### config.mk
export PLATFORM = sky130hd
export DESIGN_NAME = ctc_top
export DESIGN_NICKNAME = d
export VERILOG_FILES = /design/src/design/ctc_pkg.sv /design/src/design/ctc_top.sv
export SDC_FILE = /design/constraint.sdc
export NUM_CORES = 1
export LEC_CHECK = 0
export BUFFER_PORTS_ARGS = -buffer_cell sky130_fd_sc_hd__buf_2
export CORE_UTILIZATION = 55
export CTS_CLUSTER_SIZE = 12
export DETAILED_ROUTE_END_ITERATION = 10
export PLACE_DENSITY = 0.78
export SLEW_MARGIN = 30
export SYNTH_ARGS = -nofsm -noshare
export SYNTH_HDL_FRONTEND = slang
export SYNTH_SLANG_ARGS = --single-unit
### constraint.sdc
create_clock -name aclk -period 7.35 [get_ports aclk]
set_input_delay 0.735 -clock aclk [delete_from_list [all_inputs] [get_ports aclk]]
set_output_delay 0.735 -clock aclk [all_outputs]
set_load 0.1 [all_outputs]
### src/design/ctc_pkg.sv
// Package of constants for the capture timer with AXI4-Lite registers
package ctc_pkg;

    // ****************************************
    // Register byte addresses
    // ****************************************
    // Alias locations are word indices; byte address is four times the index
    localparam int CTC_CTL1_T0_IDX = 32'h0000_0F07;
    localparam int CTC_CTL1_T1_IDX = 32'h0000_0F0F;
    localparam logic [13:0] CTC_CTL1_T0_ADDR = 14'(CTC_CTL1_T0_IDX * 4);
    localparam logic [13:0] CTC_CTL1_T1_ADDR = 14'(CTC_CTL1_T1_IDX * 4);
    localparam int CTC_CTL1_IDX = 0;
    localparam logic [13:0] CTC_CTL0_ADDR = 14'h0000;
    localparam logic [13:0] CTC_CTL1_ADDR = 14'h0004;
    localparam logic [13:0] CTC_CNT_ADDR = 14'h0008;
    localparam logic [13:0] CTC_RLD_ADDR = 14'h000C;
    localparam logic [13:0] CTC_CAP_ADDR = 14'h0010;
    localparam logic [13:0] CTC_STAT_ADDR = 14'h0014;
    localparam logic [13:0] CTC_MASK_ADDR = 14'h0018;

    // ****************************************
    // Field positions and reset values
    // ****************************************
    localparam int CTC_EN_BIT = 7;
    localparam int CTC_POL_BIT = 6;
    localparam int CTC_CAUSE_BIT = 0;
    localparam logic [7:0] CTC_CTL0_RST = 8'h00;
    localparam logic [7:0] CTC_CTL1_RST = 8'h00;
    localparam logic [15:0] CTC_CNT_RST = 16'h0001;
    localparam logic [15:0] CTC_RLD_RST = 16'hFFFF;
    localparam logic [1:0] CTC_SRC_ALL_HI = 2'h0;
    localparam logic [1:0] CTC_SRC_INPUT = 2'h2;
    localparam logic [1:0] CTC_SRC_RELOAD = 2'h3;
    localparam logic [2:0] CTC_MODE_CAPTURE = 3'h4;

    // ****************************************
    // Status bits and bus answers
    // ****************************************
    localparam int CTC_ST_RELOAD = 0;
    localparam int CTC_ST_CAPTURE = 1;
    localparam logic [1:0] CTC_RESP_OKAY = 2'h0;
    localparam logic [1:0] CTC_RESP_SLVERR = 2'h2;
    localparam logic [7:0] CTC_DLY_ONE = 8'h01;

endpackage

### src/design/ctc_top.sv
// Capture timer with reload, delay field and AXI4-Lite register slave
`timescale 1ns/10ps
module ctc_top
    import ctc_pkg::*;
#(
    parameter int CNT_W = 16
) (
    // Clock and reset
    input wire logic aclk,
    input wire logic aresetn,
    // AXI4-Lite write address and data
    input wire logic [13:0] s_axi_awaddr,
    input wire logic s_axi_awvalid,
    output logic s_axi_awready,
    input wire logic [31:0] s_axi_wdata,
    input wire logic [3:0] s_axi_wstrb,
    input wire logic s_axi_wvalid,
    output logic s_axi_wready,
    // AXI4-Lite write response
    output logic [1:0] s_axi_bresp,
    output logic s_axi_bvalid,
    input wire logic s_axi_bready,
    // AXI4-Lite read
    input wire logic [13:0] s_axi_araddr,
    input wire logic s_axi_arvalid,
    output logic s_axi_arready,
    output logic [31:0] s_axi_rdata,
    output logic [1:0] s_axi_rresp,
    output logic s_axi_rvalid,
    input wire logic s_axi_rready,
    // Timer pins and interrupts
    input wire logic timer_in,
    output logic timer_out,
    output logic timer_out_n,
    output logic irq_pulse,
    output logic irq_level
);

    // ****************************************
    // State
    // ****************************************
    typedef struct packed {
        logic aw_have;
        logic [13:0] aw_addr;
        logic w_have;
        logic [31:0] w_data;
        logic [3:0] w_strb;
        logic bvalid;
        logic [1:0] bresp;
        logic rvalid;
        logic [31:0] rdata;
        logic [1:0] rresp;
        logic [7:0] ctl0;
        logic [7:0] ctl1;
        logic [CNT_W-1:0] cnt;
        logic [CNT_W-1:0] rld;
        logic [CNT_W-1:0] cap;
        logic [6:0] pre;
        logic in_q;
        logic [1:0] stat;
        logic [1:0] mask;
        logic irq;
        logic irq_lvl;
        logic tout;
        logic [7:0] dly;
        logic aw_rdy;
        logic w_rdy;
        logic ar_rdy;
        logic tout_n;
    } ctc_state_t;

    ctc_state_t s_r;
    ctc_state_t s_nxt;

    logic [6:0] pre_lim;
    logic tick;
    logic edge_hit;
    logic rld_hit;
    logic wr_go;
    logic [31:0] wr_word;
    logic [7:0] dly_cyc;

    // Prescale divides by 2**field
    assign pre_lim = 7'((8'h01 << s_r.ctl1[5:3]) - 8'h01);
    assign tick = s_r.ctl1[CTC_EN_BIT] && (s_r.pre == pre_lim);
    assign edge_hit = s_r.ctl1[CTC_EN_BIT] && (s_r.ctl1[2:0] == CTC_MODE_CAPTURE) &&
        (s_r.ctl1[CTC_POL_BIT] ? (!s_r.in_q && timer_in)
                               : (s_r.in_q && !timer_in));
    assign rld_hit = tick && (s_r.cnt == s_r.rld);
    assign wr_go = s_r.aw_have && s_r.w_have && !s_r.bvalid;
    // Delay code n gives 2**n cycles, code 0 none
    assign dly_cyc = (s_r.ctl0[3:1] == 3'h0) ? 8'h00
                   : 8'(CTC_DLY_ONE << s_r.ctl0[3:1]);

    always_comb begin
        for (int i = 0; i < 32; i++) begin
            wr_word[i] = s_r.w_strb[i / 8] ? s_r.w_data[i] : 1'b0;
        end
    end

    // ****************************************
    // Next state
    // ****************************************
    always_comb begin
        logic src_ok_cap;
        logic src_ok_rld;
        logic [13:0] ra;
        src_ok_cap = 1'b0;
        src_ok_rld = 1'b0;
        ra = s_axi_araddr;
        s_nxt = s_r;
        s_nxt.irq = 1'b0;
        s_nxt.in_q = timer_in;
        src_ok_cap = (s_r.ctl0[6:5] != CTC_SRC_RELOAD);
        src_ok_rld = (s_r.ctl0[6:5] != CTC_SRC_INPUT);

        // Counter and prescaler
        if (!s_r.ctl1[CTC_EN_BIT]) begin
            s_nxt.pre = 7'h00;
        end else if (tick) begin
            s_nxt.pre = 7'h00;
            s_nxt.cnt = rld_hit ? CNT_W'(1) : s_r.cnt + CNT_W'(1);
        end else begin
            s_nxt.pre = s_r.pre + 7'h01;
        end
        if (rld_hit) begin
            s_nxt.stat[CTC_ST_RELOAD] = 1'b1;
            if (src_ok_rld) begin
                s_nxt.irq = 1'b1;
                s_nxt.ctl0[CTC_CAUSE_BIT] = 1'b0;
            end
        end
        if (edge_hit) begin
            s_nxt.cap = s_r.cnt;
            s_nxt.stat[CTC_ST_CAPTURE] = 1'b1;
            if (src_ok_cap) begin
                s_nxt.irq = 1'b1;
                s_nxt.ctl0[CTC_CAUSE_BIT] = 1'b1;
            end
        end

        // Delayed output assertion while enabled
        if (!s_r.ctl1[CTC_EN_BIT]) begin
            s_nxt.dly = 8'h00;
            s_nxt.tout = 1'b0;
        end else if (s_r.dly < dly_cyc) begin
            s_nxt.dly = s_r.dly + 8'h01;
        end else begin
            s_nxt.tout = 1'b1;
        end

        // Write channel capture
        if (s_axi_awvalid && !s_r.aw_have) begin
            s_nxt.aw_have = 1'b1;
            s_nxt.aw_addr = s_axi_awaddr;
        end
        if (s_axi_wvalid && !s_r.w_have) begin
            s_nxt.w_have = 1'b1;
            s_nxt.w_data = s_axi_wdata;
            s_nxt.w_strb = s_axi_wstrb;
        end
        if (wr_go) begin
            s_nxt.aw_have = 1'b0;
            s_nxt.w_have = 1'b0;
            s_nxt.bvalid = 1'b1;
            s_nxt.bresp = CTC_RESP_OKAY;
            unique case (s_r.aw_addr)
                CTC_CTL0_ADDR: begin
                    if (s_r.w_strb[0]) begin
                        s_nxt.ctl0[6:1] = {s_r.w_data[6:5], 1'b0, s_r.w_data[3:1]};
                    end
                end
                CTC_CTL1_ADDR, CTC_CTL1_T0_ADDR, CTC_CTL1_T1_ADDR: begin
                    if (s_r.w_strb[0]) begin
                        s_nxt.ctl1 = s_r.w_data[7:0];
                    end
                end
                CTC_CNT_ADDR: s_nxt.cnt = wr_word[CNT_W-1:0] | (s_r.cnt & ~CNT_W'(
                    {{8{s_r.w_strb[1]}}, {8{s_r.w_strb[0]}}}));
                CTC_RLD_ADDR: s_nxt.rld = wr_word[CNT_W-1:0] | (s_r.rld & ~CNT_W'(
                    {{8{s_r.w_strb[1]}}, {8{s_r.w_strb[0]}}}));
                CTC_CAP_ADDR: s_nxt.cap = wr_word[CNT_W-1:0] | (s_r.cap & ~CNT_W'(
                    {{8{s_r.w_strb[1]}}, {8{s_r.w_strb[0]}}}));
                CTC_STAT_ADDR: begin
                    // Set wins over write-one-to-clear
                    s_nxt.stat = (s_r.stat & ~wr_word[1:0]) |
                        {edge_hit, rld_hit};
                end
                CTC_MASK_ADDR: s_nxt.mask = wr_word[1:0];
                default: s_nxt.bresp = CTC_RESP_SLVERR;
            endcase
        end
        if (s_r.bvalid && s_axi_bready) begin
            s_nxt.bvalid = 1'b0;
        end

        // Read channel
        if (s_axi_arvalid && !s_r.rvalid) begin
            s_nxt.rvalid = 1'b1;
            s_nxt.rresp = CTC_RESP_OKAY;
            s_nxt.rdata = 32'h0000_0000;
            unique case (ra)
                CTC_CTL0_ADDR: s_nxt.rdata[7:0] = s_r.ctl0;
                CTC_CTL1_ADDR, CTC_CTL1_T0_ADDR, CTC_CTL1_T1_ADDR:
                    s_nxt.rdata[7:0] = s_r.ctl1;
                CTC_CNT_ADDR: s_nxt.rdata[CNT_W-1:0] = s_r.cnt;
                CTC_RLD_ADDR: s_nxt.rdata[CNT_W-1:0] = s_r.rld;
                CTC_CAP_ADDR: s_nxt.rdata[CNT_W-1:0] = s_r.cap;
                CTC_STAT_ADDR: s_nxt.rdata[1:0] = s_r.stat;
                CTC_MASK_ADDR: s_nxt.rdata[1:0] = s_r.mask;
                default: s_nxt.rresp = CTC_RESP_SLVERR;
            endcase
        end else if (s_r.rvalid && s_axi_rready) begin
            s_nxt.rvalid = 1'b0;
        end
        s_nxt.irq_lvl = |(s_nxt.stat & s_nxt.mask);
        // Ready and complement outputs leave flops directly
        s_nxt.aw_rdy = !s_nxt.aw_have;
        s_nxt.w_rdy = !s_nxt.w_have;
        s_nxt.ar_rdy = !s_nxt.rvalid;
        s_nxt.tout_n = !s_nxt.tout;
    end

    always_ff @(posedge aclk) begin
        if (!aresetn) begin
            s_r <= '0;
            s_r.ctl0 <= CTC_CTL0_RST;
            s_r.ctl1 <= CTC_CTL1_RST;
            s_r.cnt <= CTC_CNT_RST;
            s_r.rld <= CTC_RLD_RST;
            s_r.aw_rdy <= 1'b1;
            s_r.w_rdy <= 1'b1;
            s_r.ar_rdy <= 1'b1;
            s_r.tout_n <= 1'b1;
        end else begin
            s_r <= s_nxt;
        end
    end

    // ****************************************
    // Outputs
    // ****************************************
    assign s_axi_awready = s_r.aw_rdy;
    assign s_axi_wready = s_r.w_rdy;
    assign s_axi_bvalid = s_r.bvalid;
    assign s_axi_bresp = s_r.bresp;
    assign s_axi_arready = s_r.ar_rdy;
    assign s_axi_rvalid = s_r.rvalid;
    assign s_axi_rdata = s_r.rdata;
    assign s_axi_rresp = s_r.rresp;
    assign timer_out = s_r.tout;
    assign timer_out_n = s_r.tout_n;
    assign irq_pulse = s_r.irq;
    assign irq_level = s_r.irq_lvl;

    // ****************************************
    // Checks
    // ****************************************
    chk_reload_wraps: assert property (@(posedge aclk) disable iff (!aresetn)
        (rld_hit && !wr_go) |=> s_r.cnt == CNT_W'(1))
        else $error("counter did not restart after reload");
    chk_reload_cause: assert property (@(posedge aclk) disable iff (!aresetn)
        (rld_hit && !edge_hit && s_r.ctl0[6:5] != CTC_SRC_INPUT) |=> !s_r.ctl0[0])
        else $error("cause flag not cleared on reload");
    chk_src_input: assert property (@(posedge aclk) disable iff (!aresetn)
        (s_r.ctl0[6:5] == CTC_SRC_INPUT && !edge_hit) |=> !irq_pulse)
        else $error("interrupt without input event");
    chk_src_reload: assert property (@(posedge aclk) disable iff (!aresetn)
        (s_r.ctl0[6:5] == CTC_SRC_RELOAD && !rld_hit) |=> !irq_pulse)
        else $error("interrupt without reload event");
    chk_delay_none: assert property (@(posedge aclk) disable iff (!aresetn)
        (s_r.ctl1[7] && s_r.dly >= dly_cyc) |=> timer_out || !$past(s_r.ctl1[7], 1) ||
        !s_r.ctl1[7])
        else $error("output not asserted after delay");
    chk_cause_capture: assert property (@(posedge aclk) disable iff (!aresetn)
        (edge_hit && s_r.ctl0[6:5] != CTC_SRC_RELOAD) |=> s_r.ctl0[0])
        else $error("cause flag not set on capture");
    chk_stop_hold: assert property (@(posedge aclk) disable iff (!aresetn)
        (!s_r.ctl1[7] && !wr_go) |=> $stable(s_r.cnt))
        else $error("counter moved while disabled");
    chk_capture_copy: assert property (@(posedge aclk) disable iff (!aresetn)
        edge_hit |=> s_r.cap == $past(s_r.cnt, 1))
        else $error("capture value wrong");
    chk_irq_pulse: assert property (@(posedge aclk) disable iff (!aresetn)
        (irq_pulse && !$past(rld_hit, 1) && !$past(edge_hit, 1)) |-> 1'b0)
        else $error("interrupt without cause");

endmodule

==> flow_metrics.py, run 1 <==
metrics = {
    "synthesis": {
        "ys_seq_area_share_pct": 38.5,
        "synth-simple-area-share_pct": 23.9,
        "ys.flop_type": "dfxtp_1",
        "synthCells": 906,
        "synth_compound_area_share_pct": 16.6,
        "synth_top_family_by_area": "simple AND/OR/NAND/NOR gates",
        "syn_avg_cell_area_sq_um": 8.21,
        "syn_area_sq_mm": 0.00744,
        "synthAdderAreaFrac_pct": 1.51,
        "yosysWarnings": 0,
        "synthMuxAreaShare_pct": 8.13,
        "synth-edff-count": 0,
        "synth-xor-area-share_pct": 3.30,
        "synth_seq_cells": 143,
        "ys_types": 66,
        "asyncSetResetFlopFracSynth_pct": 0,
    },
    "clocking": {
        "clock_latency_ns": 0.43,
        "cts_tree": "done",
        "h-tree-depth": 4,
        "cts_resized": 0,
        "cts-root-buf": "clkbuf_16",
        "holdBufCountCts": 0,
        "path_clk_slew_ns": 0.06,
        "post_cts_buffers": 0,
        "cts_sinks": 143,
        "cts_max_path_buffers": 2,
        "cts_made_buffers": 17,
    },
    "worst_setup_path": {
        "crit_path_max_fanout": 12,
        "slowest_delay_ns": 0.71,
        "reg2reg_to": "s_r[23]$_SDFF_PP0_",
        "cp_slowest_cell": "a221oi_2",
        "worstSetupEndpointType": "flop",
        "worstPathRequired_ns": 7.65,
        "r2r-start": "s_r[80]$_SDFFE_PN0P_",
        "crit_cells": 6,
        "critPathTopFamily": "simple AND/OR/NAND/NOR gates",
        "setup.worst_path.start_class": "flop",
        "crit_type": "flop to flop",
        "reg2reg_depth": 6,
        "path_cells": "nand4b_1, o22a_1, a221oi_2, nand2_1, nand3_1, nor2_1",
        "arrival_ns": 3.08,
        "path_buf_inv": 0,
        "r2r_slack_ns": 4.57,
    },
    "finish": {
        "fillers": 1178,
        "seq_area_sq_mm": 0.00286,
        "layout-drive-gt1-share_pct": 15.6,
        "area_growth_pct": 11.6,
        "diodes": 0,
        "multi_input_area_sq_mm": 0.00405,
        "nets": 1009,
    },
    "status": {
        "status": "finished, final reports clean",
    },
    "place": {
        "place_congestion": 0.928,
        "placement.io_buffers": 80,
        "place_ws_ns": 4.34,
        "dp_hpwl_um": 12700,
    },
    "power": {
        "max-vdd-ir-drop_v": 0.000175,
        "power.density_mw_per_mm2": 236,
        "p_leak_nw": 3.25,
    },
    "global_routing": {
        "antenna_found_initial": 0,
        "grt_use_total_pct": 27.0,
        "grt_pass1_wl_um": 30400,
        "grt_pass1_vias": 6019,
        "grt_max_degree": 46,
        "grt-ovfl-total": 0,
    },
    "sta": {
        "min_period_over_period_pct": 37.8,
        "rsz0062_at_grt": "false",
        "setup_viol": 0,
        "tns_ns": 0,
        "slew_headroom_pct": 42.8,
        "hold_viol_final": 0,
        "tightest_slew_ns": 0.858,
        "fin_crit_ns": 2.78,
        "fin_skew_ns": 0.00697,
        "finalWorstSetupSlack_ns": 4.57,
        "timing_max_transition_violations_final": 0,
        "max_freq_ghz": 0.360,
    },
    "floorplan": {
        "die-area_sq_mm": 0.0140,
        "rows": 42,
        "fp.dieW_um": 118,
        "core_area_sq_mm": 0.0132,
        "io_pins": 117,
        "start_util_pct": 56.4,
        "dieHeight_um": 118,
    },
    "min_path": {
        "holdPathStages": 2,
        "min_path_type": "flop to flop",
        "min_from": "s_axi_rdata[2]$_SDFFE_PN0P_",
        "hold_path_end": "s_axi_rdata[2]$_SDFFE_PN0P_",
    },
    "drt": {
        "ant_nets": 0,
        "wl_per_cell_um": 16.6,
        "vias": 6629,
        "drc": 0,
        "dr.first_iter.drc_count": 635,
        "via_per_inst": 5.94,
        "drt_first_pass_iters": 6,
        "wirelength_um": 18600,
    },
    "job": {
        "drv.max_cap_violation_count": 0,
    },
}
-- report_power, final --
part | internal (W) | switching (W)
clock | 0.000635 | 0.000327
combinational | 0.0000411 | 0.000143
sequential | 0.000793 | 0.0000223
-- Yosys cell counts, drive strengths merged (16+ instances only) --
master	instances	area, sq um
xnor2	21	184
a21oi	67	358
inv	20	75.1
dfxtp	143	2860
nand2	114	428
a221oi	17	155
nand4	23	144
buf	46	325
nor3	31	160
nor2	90	338
mux2i	48	480
and3	16	100
o22ai	18	113
clkbuf	52	196
nand3	25	125
o21ai	31	166
-- area by class of cell --
type                    count  area share (%)
inverters                  20           0.904
flip-flops and latches    143            34.5
clock buffers              21            5.79
multi-input cells         662            48.8
repair buffers             84            5.18
well taps                 176            2.65
clock inverters            10            2.20
-- cells by family after synthesis --
family / Yosys count
simple gates: 366
compound gates: 182
flops: 143
buf+inv: 118
mux: 59
xor+xnor: 28
fa+ha+maj: 9
other cells: 1
-- worst max-delay path by stage --
stage                         startpoint                     endpoint
2_1_floorplan  s_axi_bvalid$_SDFFE_PP0P_                         flop
3_3_place_gp             s_axi_araddr[5]  s_axi_rdata[4]$_SDFFE_PN0P_
3_5_place_dp                     aresetn  s_axi_rdata[3]$_SDFFE_PN0P_
4_1_cts             s_r[80]$_SDFFE_PN0P_           s_r[23]$_SDFF_PP0_
5_1_grt             s_r[80]$_SDFFE_PN0P_           s_r[23]$_SDFF_PP0_
6_report            s_r[80]$_SDFFE_PN0P_           s_r[23]$_SDFF_PP0_
-- stage by stage --
stage	total power, W	hold slack, ns	util (%)	area, sq um	instances
final	0.00196	0.456	62.9	8300	1116
after global routing	0.00202	0.488	62.9	8300	1116
after floorplan	0.000985	0.426	-	7500	923
after detailed placement	0.00101	0.443	57.9	7640	1085
after global placement	0.00101	0.433	57.8	7630	1085
after CTS	0.00197	0.456	62.9	8300	1116
-- cell usage in the layout (no fill, tap or decap), types with 10 or more instances in the layout --
master / instances
o22ai_1: 18
nand3_1: 25
nand4_1: 23
inv_1: 19
clkbuf_16: 17
conb_1: 18
mux2_2: 11
nor2_1: 90
nand2_1: 114
a21oi_1: 65
nor3_1: 29
mux2i_1: 48
nand2b_1: 10
xnor2_1: 21
buf_2: 80
and3_1: 16
a221oi_1: 16
o21ai_0: 28
dfxtp_1: 143
-- tightest hold or removal path, cell delays in order (launching register included) --
cell	delay [ns]
dfxtp_1	0.32
nand2_1	0.05
o21ai_0	0.06
-- routing by layer --
| metal | global-route usage, % | wire, um |
|---|---|---|
| met5 | 0 | 0 |
| met1 | 36.9 | 8430 |
| met2 | 42.0 | 8260 |
| met3 | 6.32 | 1630 |
| met4 | 8.81 | 267 |
Note: power is estimated with default switching activity, not from simulation.
==> inputs of run 2 (changes only) <==
--- a/config.mk
+++ b/config.mk
@@ -5,11 +5,12 @@
 export SDC_FILE = /design/constraint.sdc
 export NUM_CORES = 1
 export LEC_CHECK = 0
+export ABC_AREA = 1
 export BUFFER_PORTS_ARGS = -buffer_cell sky130_fd_sc_hd__buf_2
-export CORE_UTILIZATION = 55
+export CORE_UTILIZATION = 52
 export CTS_CLUSTER_SIZE = 12
 export DETAILED_ROUTE_END_ITERATION = 10
-export PLACE_DENSITY = 0.78
+export PLACE_DENSITY = 0.77
 export SLEW_MARGIN = 30
 export SYNTH_ARGS = -nofsm -noshare
 export SYNTH_HDL_FRONTEND = slang
==> constraint.sdc (replaced) <==
create_clock -name aclk -period 2.3 [get_ports aclk]
set_input_delay 0.23 -clock aclk [delete_from_list [all_inputs] [get_ports aclk]]
set_output_delay 0.23 -clock aclk [all_outputs]
set_load 0.1 [all_outputs]
==> run 2 against run 1 <==
The flow now finishes with violations (design-rule violations). Maximum frequency increased by 36%. Clock power rose to 3.4 times the previous value. Utilization fell by 1.4 points. First-iteration DRC count grew 43%. Sequential share of layout area decreased by 2.9 points. Register-to-register slack got worse by 4.3 ns. Worst hold slack got worse by 0.43 ns. Final cell count rose by 29%. Critical endpoint is now irq_pulse$_SDFF_PN0_. Highest routed layer unchanged.
==> flow_metrics.py, run 2 <==
metrics = {
    "status": {
        "status": "complete, but fails checks",
        "violations": "design-rule violations",
    },
    "place": {
        "placement.io_buffers": 80,
        "post_dp_cell_area_sq_mm": 0.00835,
        "place_congestion": 0.909,
        "place_inst": 1409,
        "dp_hpwl_um": 14800,
    },
    "power": {
        "p_comb_share_pct": 8.2,
        "clkPwrFrac_pct": 51.1,
        "p_switching_w": 0.00154,
        "swShare_pct": 24.0,
        "max-vdd-ir-drop_v": 0.000498,
        "p_int_w": 0.00485,
        "seqPwrFrac_pct": 40.7,
        "p_leak_nw": 4.05,
        "power.density_mw_per_mm2": 706,
    },
    "finish": {
        "fillers": 1417,
        "seq_area_sq_mm": 0.00286,
        "layout-drive-gt1-share_pct": 14.3,
        "final_cell_mix": "283 x nand2_1, 143 x dfxtp_1, 132 x nor2_1",
        "stdcell_count": 1442,
        "utilization_pct": 61.6,
        "diodes": 0,
        "multi_input_area_sq_mm": 0.00412,
        "stdcell_area_sq_mm": 0.00905,
        "final_common_cell": "nand2_1",
        "area_growth_pct": 14.5,
        "nets": 1326,
    },
    "sta": {
        "slew_headroom_pct": 57.3,
        "fin_skew_ns": 0.00701,
        "tns_ns": 0,
        "rsz0062_at_grt": "false",
        "holdWs_ns": 0.0265,
        "fin_crit_ns": 2.05,
        "min_period_over_period_pct": 89.0,
        "tightest_slew_ns": 0.641,
        "timing_max_transition_violations_final": 0,
        "hold_viol_final": 0,
        "max_freq_ghz": 0.488,
        "setup_viol": 0,
    },
    "floorplan": {
        "dieHeight_um": 125,
        "rows": 44,
        "die-area_sq_mm": 0.0157,
        "core_area_sq_mm": 0.0147,
        "fp.dieW_um": 125,
        "io_pins": 117,
        "start_util_pct": 53.8,
    },
    "worst_setup_path": {
        "reg2reg_depth": 10,
        "reg2reg_to": "irq_pulse$_SDFF_PN0_",
        "crit_type": "flop to flop",
        "r2r-start": "s_r[80]$_SDFFE_PN0P_",
        "crit_start": "s_r[80]$_SDFFE_PN0P_",
        "worstPathRequired_ns": 2.63,
        "worstSetupEndpointType": "flop",
        "arrival_ns": 2.38,
        "r2r_slack_ns": 0.25,
        "setup.worst_path.start_class": "flop",
        "crit_path_max_fanout": 13,
    },
    "synthesis": {
        "ys.flop_type": "dfxtp_1",
        "ys_types": 48,
        "syn_area_sq_mm": 0.00791,
        "synth_area_leaders": "dfxtp_1 36%, nand2_1 13%, nor2_1 6.3%",
        "syn_avg_cell_area_sq_um": 6.69,
        "asyncSetResetFlopFracSynth_pct": 0,
        "synth_top_cell_by_area": "dfxtp_1",
        "synth.most_common_cell": "nand2_1",
        "ys_seq_area_share_pct": 36.2,
        "synthCells": 1181,
        "synth_top_area_share_pct": 36.2,
        "synth_seq_cells": 143,
        "yosysWarnings": 0,
        "ys_top_cells_by_count": "283 x nand2_1, 143 x dfxtp_1, 132 x nor2_1, 130 x inv_1, 92 x o21ai_0",
        "synth-edff-count": 0,
    },
    "clocking": {
        "holdBufCountCts": 1,
        "clock_latency_ns": 0.43,
        "post_cts_buffers": 0,
        "cts_max_path_buffers": 2,
        "h-tree-depth": 4,
        "cts_resized": 0,
        "cts_sinks": 143,
        "cts_made_buffers": 17,
        "cts_tree": "done",
        "cts-root-buf": "clkbuf_16",
        "path_clk_slew_ns": 0.06,
    },
    "global_routing": {
        "antenna_found_initial": 0,
        "grt_pass1_wl_um": 34300,
        "grt_max_degree": 71,
        "grt_pass1_vias": 7039,
        "grt-ovfl-total": 0,
        "grt_use_total_pct": 27.4,
    },
    "drt": {
        "ant_nets": 0,
        "vias": 7758,
        "dr.first_iter.drc_count": 905,
        "drc": 9,
        "via_per_inst": 5.38,
        "wirelength_um": 20600,
        "drt_first_pass_iters": 10,
        "wl_per_cell_um": 14.3,
    },
    "min_path": {
        "hold_path_end": "s_r[145]$_SDFFE_PN0P_",
        "min_path_type": "input pin to flop",
        "min_from": "s_axi_wdata[12]",
        "holdPathStages": 3,
    },
    "job": {
        "drv.max_cap_violation_count": 0,
    },
}
run 2: changes by cell type after synthesis, sizes merged, moves of 13 or more:
cell	delta
o221ai	+13
xnor2	-19
clkbuf	-22
mux2i	-48
inv	+115
and3	-16
a221oi	-17
nand3	+59
nand2	+177
o22ai	-18
nor2	+53
a21oi	+14
o21ai	+81
run 2: worst max-delay path, stage by stage, from the launching register on:
cell and delay (ns):
dfxtp_1 0.47, nand2_2 0.16, nand2_1 0.11, nand2_1 0.06
nand2_2 0.08, nand3_4 0.09, nor2_8 0.18, nand2_4 0.18
nor2_4 0.21, o21ai_0 0.15, a21oi_1 0.24
run 2: logic make-up after synthesis:
group	synth area share (%)
buf+inv	12.4
simple gates	31.6
fa+ha+maj	1.42
xor+xnor	1.44
flops	36.2
other cells	0.0474
compound gates	16.8
run 2: final cells by class:
type                            count  share of cell area [%]
Clock buffer                       21                    5.09
Clock inverter                     11                    2.58
Inverter                          136                    5.64
Multi-Input combinational cell    838                    45.5
Sequential cell                   143                    31.6
Tap cell                          184                    2.54
Timing Repair Buffer              109                    6.99
run 2: stage by stage:
| step | setup slack [ns] | power, W |
|---|---|---|
| 5_1_grt | 0.0952 | 0.00659 |
| 6_report | 0.252 | 0.00639 |
| 2_1_floorplan | 0.233 | 0.00306 |
| 3_3_place_gp | 0.334 | 0.00316 |
| 4_1_cts | 0.265 | 0.00641 |
| 3_5_place_dp | 0.305 | 0.00317 |
run 2: power groups by stage:
stage / combinational (W) / sequential, W / clock [W]
detailed placement: 0.000524 / 0.00265 / 0
floorplan: 0.000391 / 0.00267 / 0
global placement: 0.000519 / 0.00265 / 0
CTS: 0.000527 / 0.00259 / 0.00329
finish: 0.000527 / 0.00260 / 0.00326
global route: 0.000574 / 0.00260 / 0.00341
run 2: how the worst max path moves through the flow:
stage                                      end  cells after the start
after floorplan                           flop                      4
final                     irq_pulse$_SDFF_PN0_                     10
after detailed placement                  flop                     13
after CTS                                 flop                     13
after global placement                    flop                     13
after global routing                      flop                     10
run 2: routing by layer:
layer	track usage, %	wire length, um	vias up
li1	-	-	3934
met1	37.6	9500	3421
met2	41.5	8680	360
met3	6.20	1910	43
met4	11.2	538	0
met5	0	0	-
==> inputs of run 3 (changes only) <==
==> constraint.sdc (replaced) <==
create_clock -name aclk -period 1.7 [get_ports aclk]
set_input_delay 0.17 -clock aclk [delete_from_list [all_inputs] [get_ports aclk]]
set_output_delay 0.17 -clock aclk [all_outputs]
set_load 0.1 [all_outputs]
==> run 3 against run 2 <==
The flow finishes with violations (design-rule violations, negative setup slack). Design area rose by 23%. Sequential cell count is the same. Utilization rose by 14 points. Register-to-register slack lost 0.51 ns. Non-clock buffer count increased by 157. Total power increased by 41%. Maximum frequency increased by 4.8%. Largest cell class unchanged.
==> flow_metrics.py, run 3 (synthesis gave the netlist of run 2 again) <==
metrics = {
    "clocking": {
        "cts_made_buffers": 17,
        "path_clk_slew_ns": 0.06,
        "cts_sinks": 143,
        "clock_latency_ns": 0.43,
        "cts_tree": "done",
        "cts-root-buf": "clkbuf_16",
        "cts_max_path_buffers": 2,
        "h-tree-depth": 4,
    },
    "place": {
        "place_inst": 1502,
        "post_dp_cell_area_sq_mm": 0.00912,
        "place_congestion": 0.909,
        "placement.io_buffers": 80,
        "dp_hpwl_um": 15700,
    },
    "finish": {
        "final_common_cell": "nand2_1",
        "diodes": 0,
        "stdcell_count": 1600,
        "stdcell_area_sq_mm": 0.0111,
        "nets": 1484,
        "area_growth_pct": 40.6,
        "layout-drive-gt1-share_pct": 30.7,
        "final_cell_mix": "266 x nand2_1, 129 x dfxtp_1, 126 x buf_4",
    },
    "sta": {
        "fin_crit_ns": 1.95,
        "min_period_over_period_pct": 115,
        "max_freq_ghz": 0.512,
        "slew_headroom_pct": 63.8,
        "tns_ns": -7.55,
        "hold_viol_final": 0,
        "rsz0062_at_grt": "true",
        "fin_skew_ns": 0.00808,
        "finalWorstSetupSlack_ns": -0.254,
        "holdWs_ns": 0.0160,
        "tightest_slew_ns": 0.543,
        "setup_viol": 60,
        "timing_max_transition_violations_final": 0,
    },
    "global_routing": {
        "grt_use_total_pct": 31.0,
        "grt_pass1_vias": 7949,
        "grt-ovfl-total": 0,
        "grt_pass1_wl_um": 38700,
        "antenna_found_initial": 0,
        "grt_max_degree": 55,
    },
    "min_path": {
        "min_from": "s_axi_awaddr[10]",
        "min_path_type": "input pin to flop",
    },
    "drt": {
        "drt_first_pass_iters": 9,
        "dr.first_iter.drc_count": 1075,
        "ant_nets": 0,
        "wirelength_um": 27400,
        "wl_per_cell_um": 17.2,
        "vias": 9179,
        "drc": 15,
        "via_per_inst": 5.74,
    },
    "status": {
        "status": "complete, but fails checks",
        "violations": "design-rule violations, negative setup slack",
    },
    "worst_setup_path": {
        "path_cells": "nand3_2, ha_4, nand2_1, buf_4, inv_1, nand4_1, nand2_2, clkinv_4, nand3_4, nor2_2, nor3b_2",
        "crit_type": "flop to flop",
        "cp_slowest_cell": "dfxtp_4",
        "setup.worst_path.start_class": "flop",
        "arrival_ns": 2.32,
        "crit_path_max_fanout": 6,
        "slowest_delay_ns": 0.43,
        "r2r-start": "s_r[84]$_SDFFE_PN0P_",
        "critPathTopFamily": "simple AND/OR/NAND/NOR gates",
        "crit_start": "s_r[84]$_SDFFE_PN0P_",
        "worstPathRequired_ns": 2.06,
        "worstSetupEndpointType": "flop",
        "path_buf_inv": 3,
    },
    "floorplan": {
        "start_util_pct": 53.8,
        "dieHeight_um": 125,
        "core_area_sq_mm": 0.0147,
        "rows": 44,
        "io_pins": 117,
        "fp.dieW_um": 125,
        "die-area_sq_mm": 0.0157,
    },
    "power": {
        "p_leak_nw": 5.03,
        "power.density_mw_per_mm2": 809,
        "max-vdd-ir-drop_v": 0.000697,
    },
    "job": {
        "drv.max_cap_violation_count": 0,
    },
}
## run 3: layer usage
layer / track usage, % / vias up / part of all wire [%]
li1: - / 4263 / -
met1: 40.5 / 4122 / 40
met2: 49.5 / 647 / 44
met3: 6.55 / 147 / 11
met4: 13.3 / 0 / 5.1
met5: 0 / - / 0
## run 3: worst min-delay path, stage by stage
cell and delay (ns):
buf_2 0.08, o21ai_0 0.08, nor2_1 0.08
## run 3: path summary, 6_finish.rpt
kind / end / slack [ns] / cells past startpoint
worst min register to register: timer_out_n$_SDFF_PN1_ / 0.45 / 1
worst max register to register: s_r[8]$_SDFFE_PN0N_ / -0.25 / 11
worst min-delay path: s_r[176]$_SDFFE_PN0P_ / 0.02 / 3
worst max-delay path: s_r[8]$_SDFFE_PN0N_ / -0.25 / 11
## run 3: area by class of cell
cell class	instances	area, sq um
clock buffer	23	488
clock inverter	9	226
fill	1001	3580
inverter	136	531
multi-input combinational	839	4680
sequential	143	2900
tap	184	230
timing repair buffer	266	2070
## run 3: metrics by stage
stage	util (%)	power, W	setup slack [ns]
after global placement	62.0	0.00435	-0.148
after detailed placement	62.0	0.00436	-0.214
after floorplan	-	0.00414	0.00290
final	75.6	0.00899	-0.254
after CTS	71.7	0.00889	-0.104
after global routing	75.6	0.00921	-0.347
## run 3: power breakdown
part | internal [W] | total, W | leakage [nW] | switching, W
Sequential | 0.00343 | 0.00351 | 1.17 | 0.0000851
Combinational | 0.000279 | 0.000923 | 3.52 | 0.000644
Clock | 0.00306 | 0.00456 | 0.344 | 0.00150
## run 3: repair_timing
item	4_1_cts	5_1_grt
buffers inserted	23	15
endpoints found under the setup margin	59	83
gates cloned	1	3
pin swaps	36	41
resized for setup	84	126
hold buffers	26	0
endpoints found under the hold margin	27	0
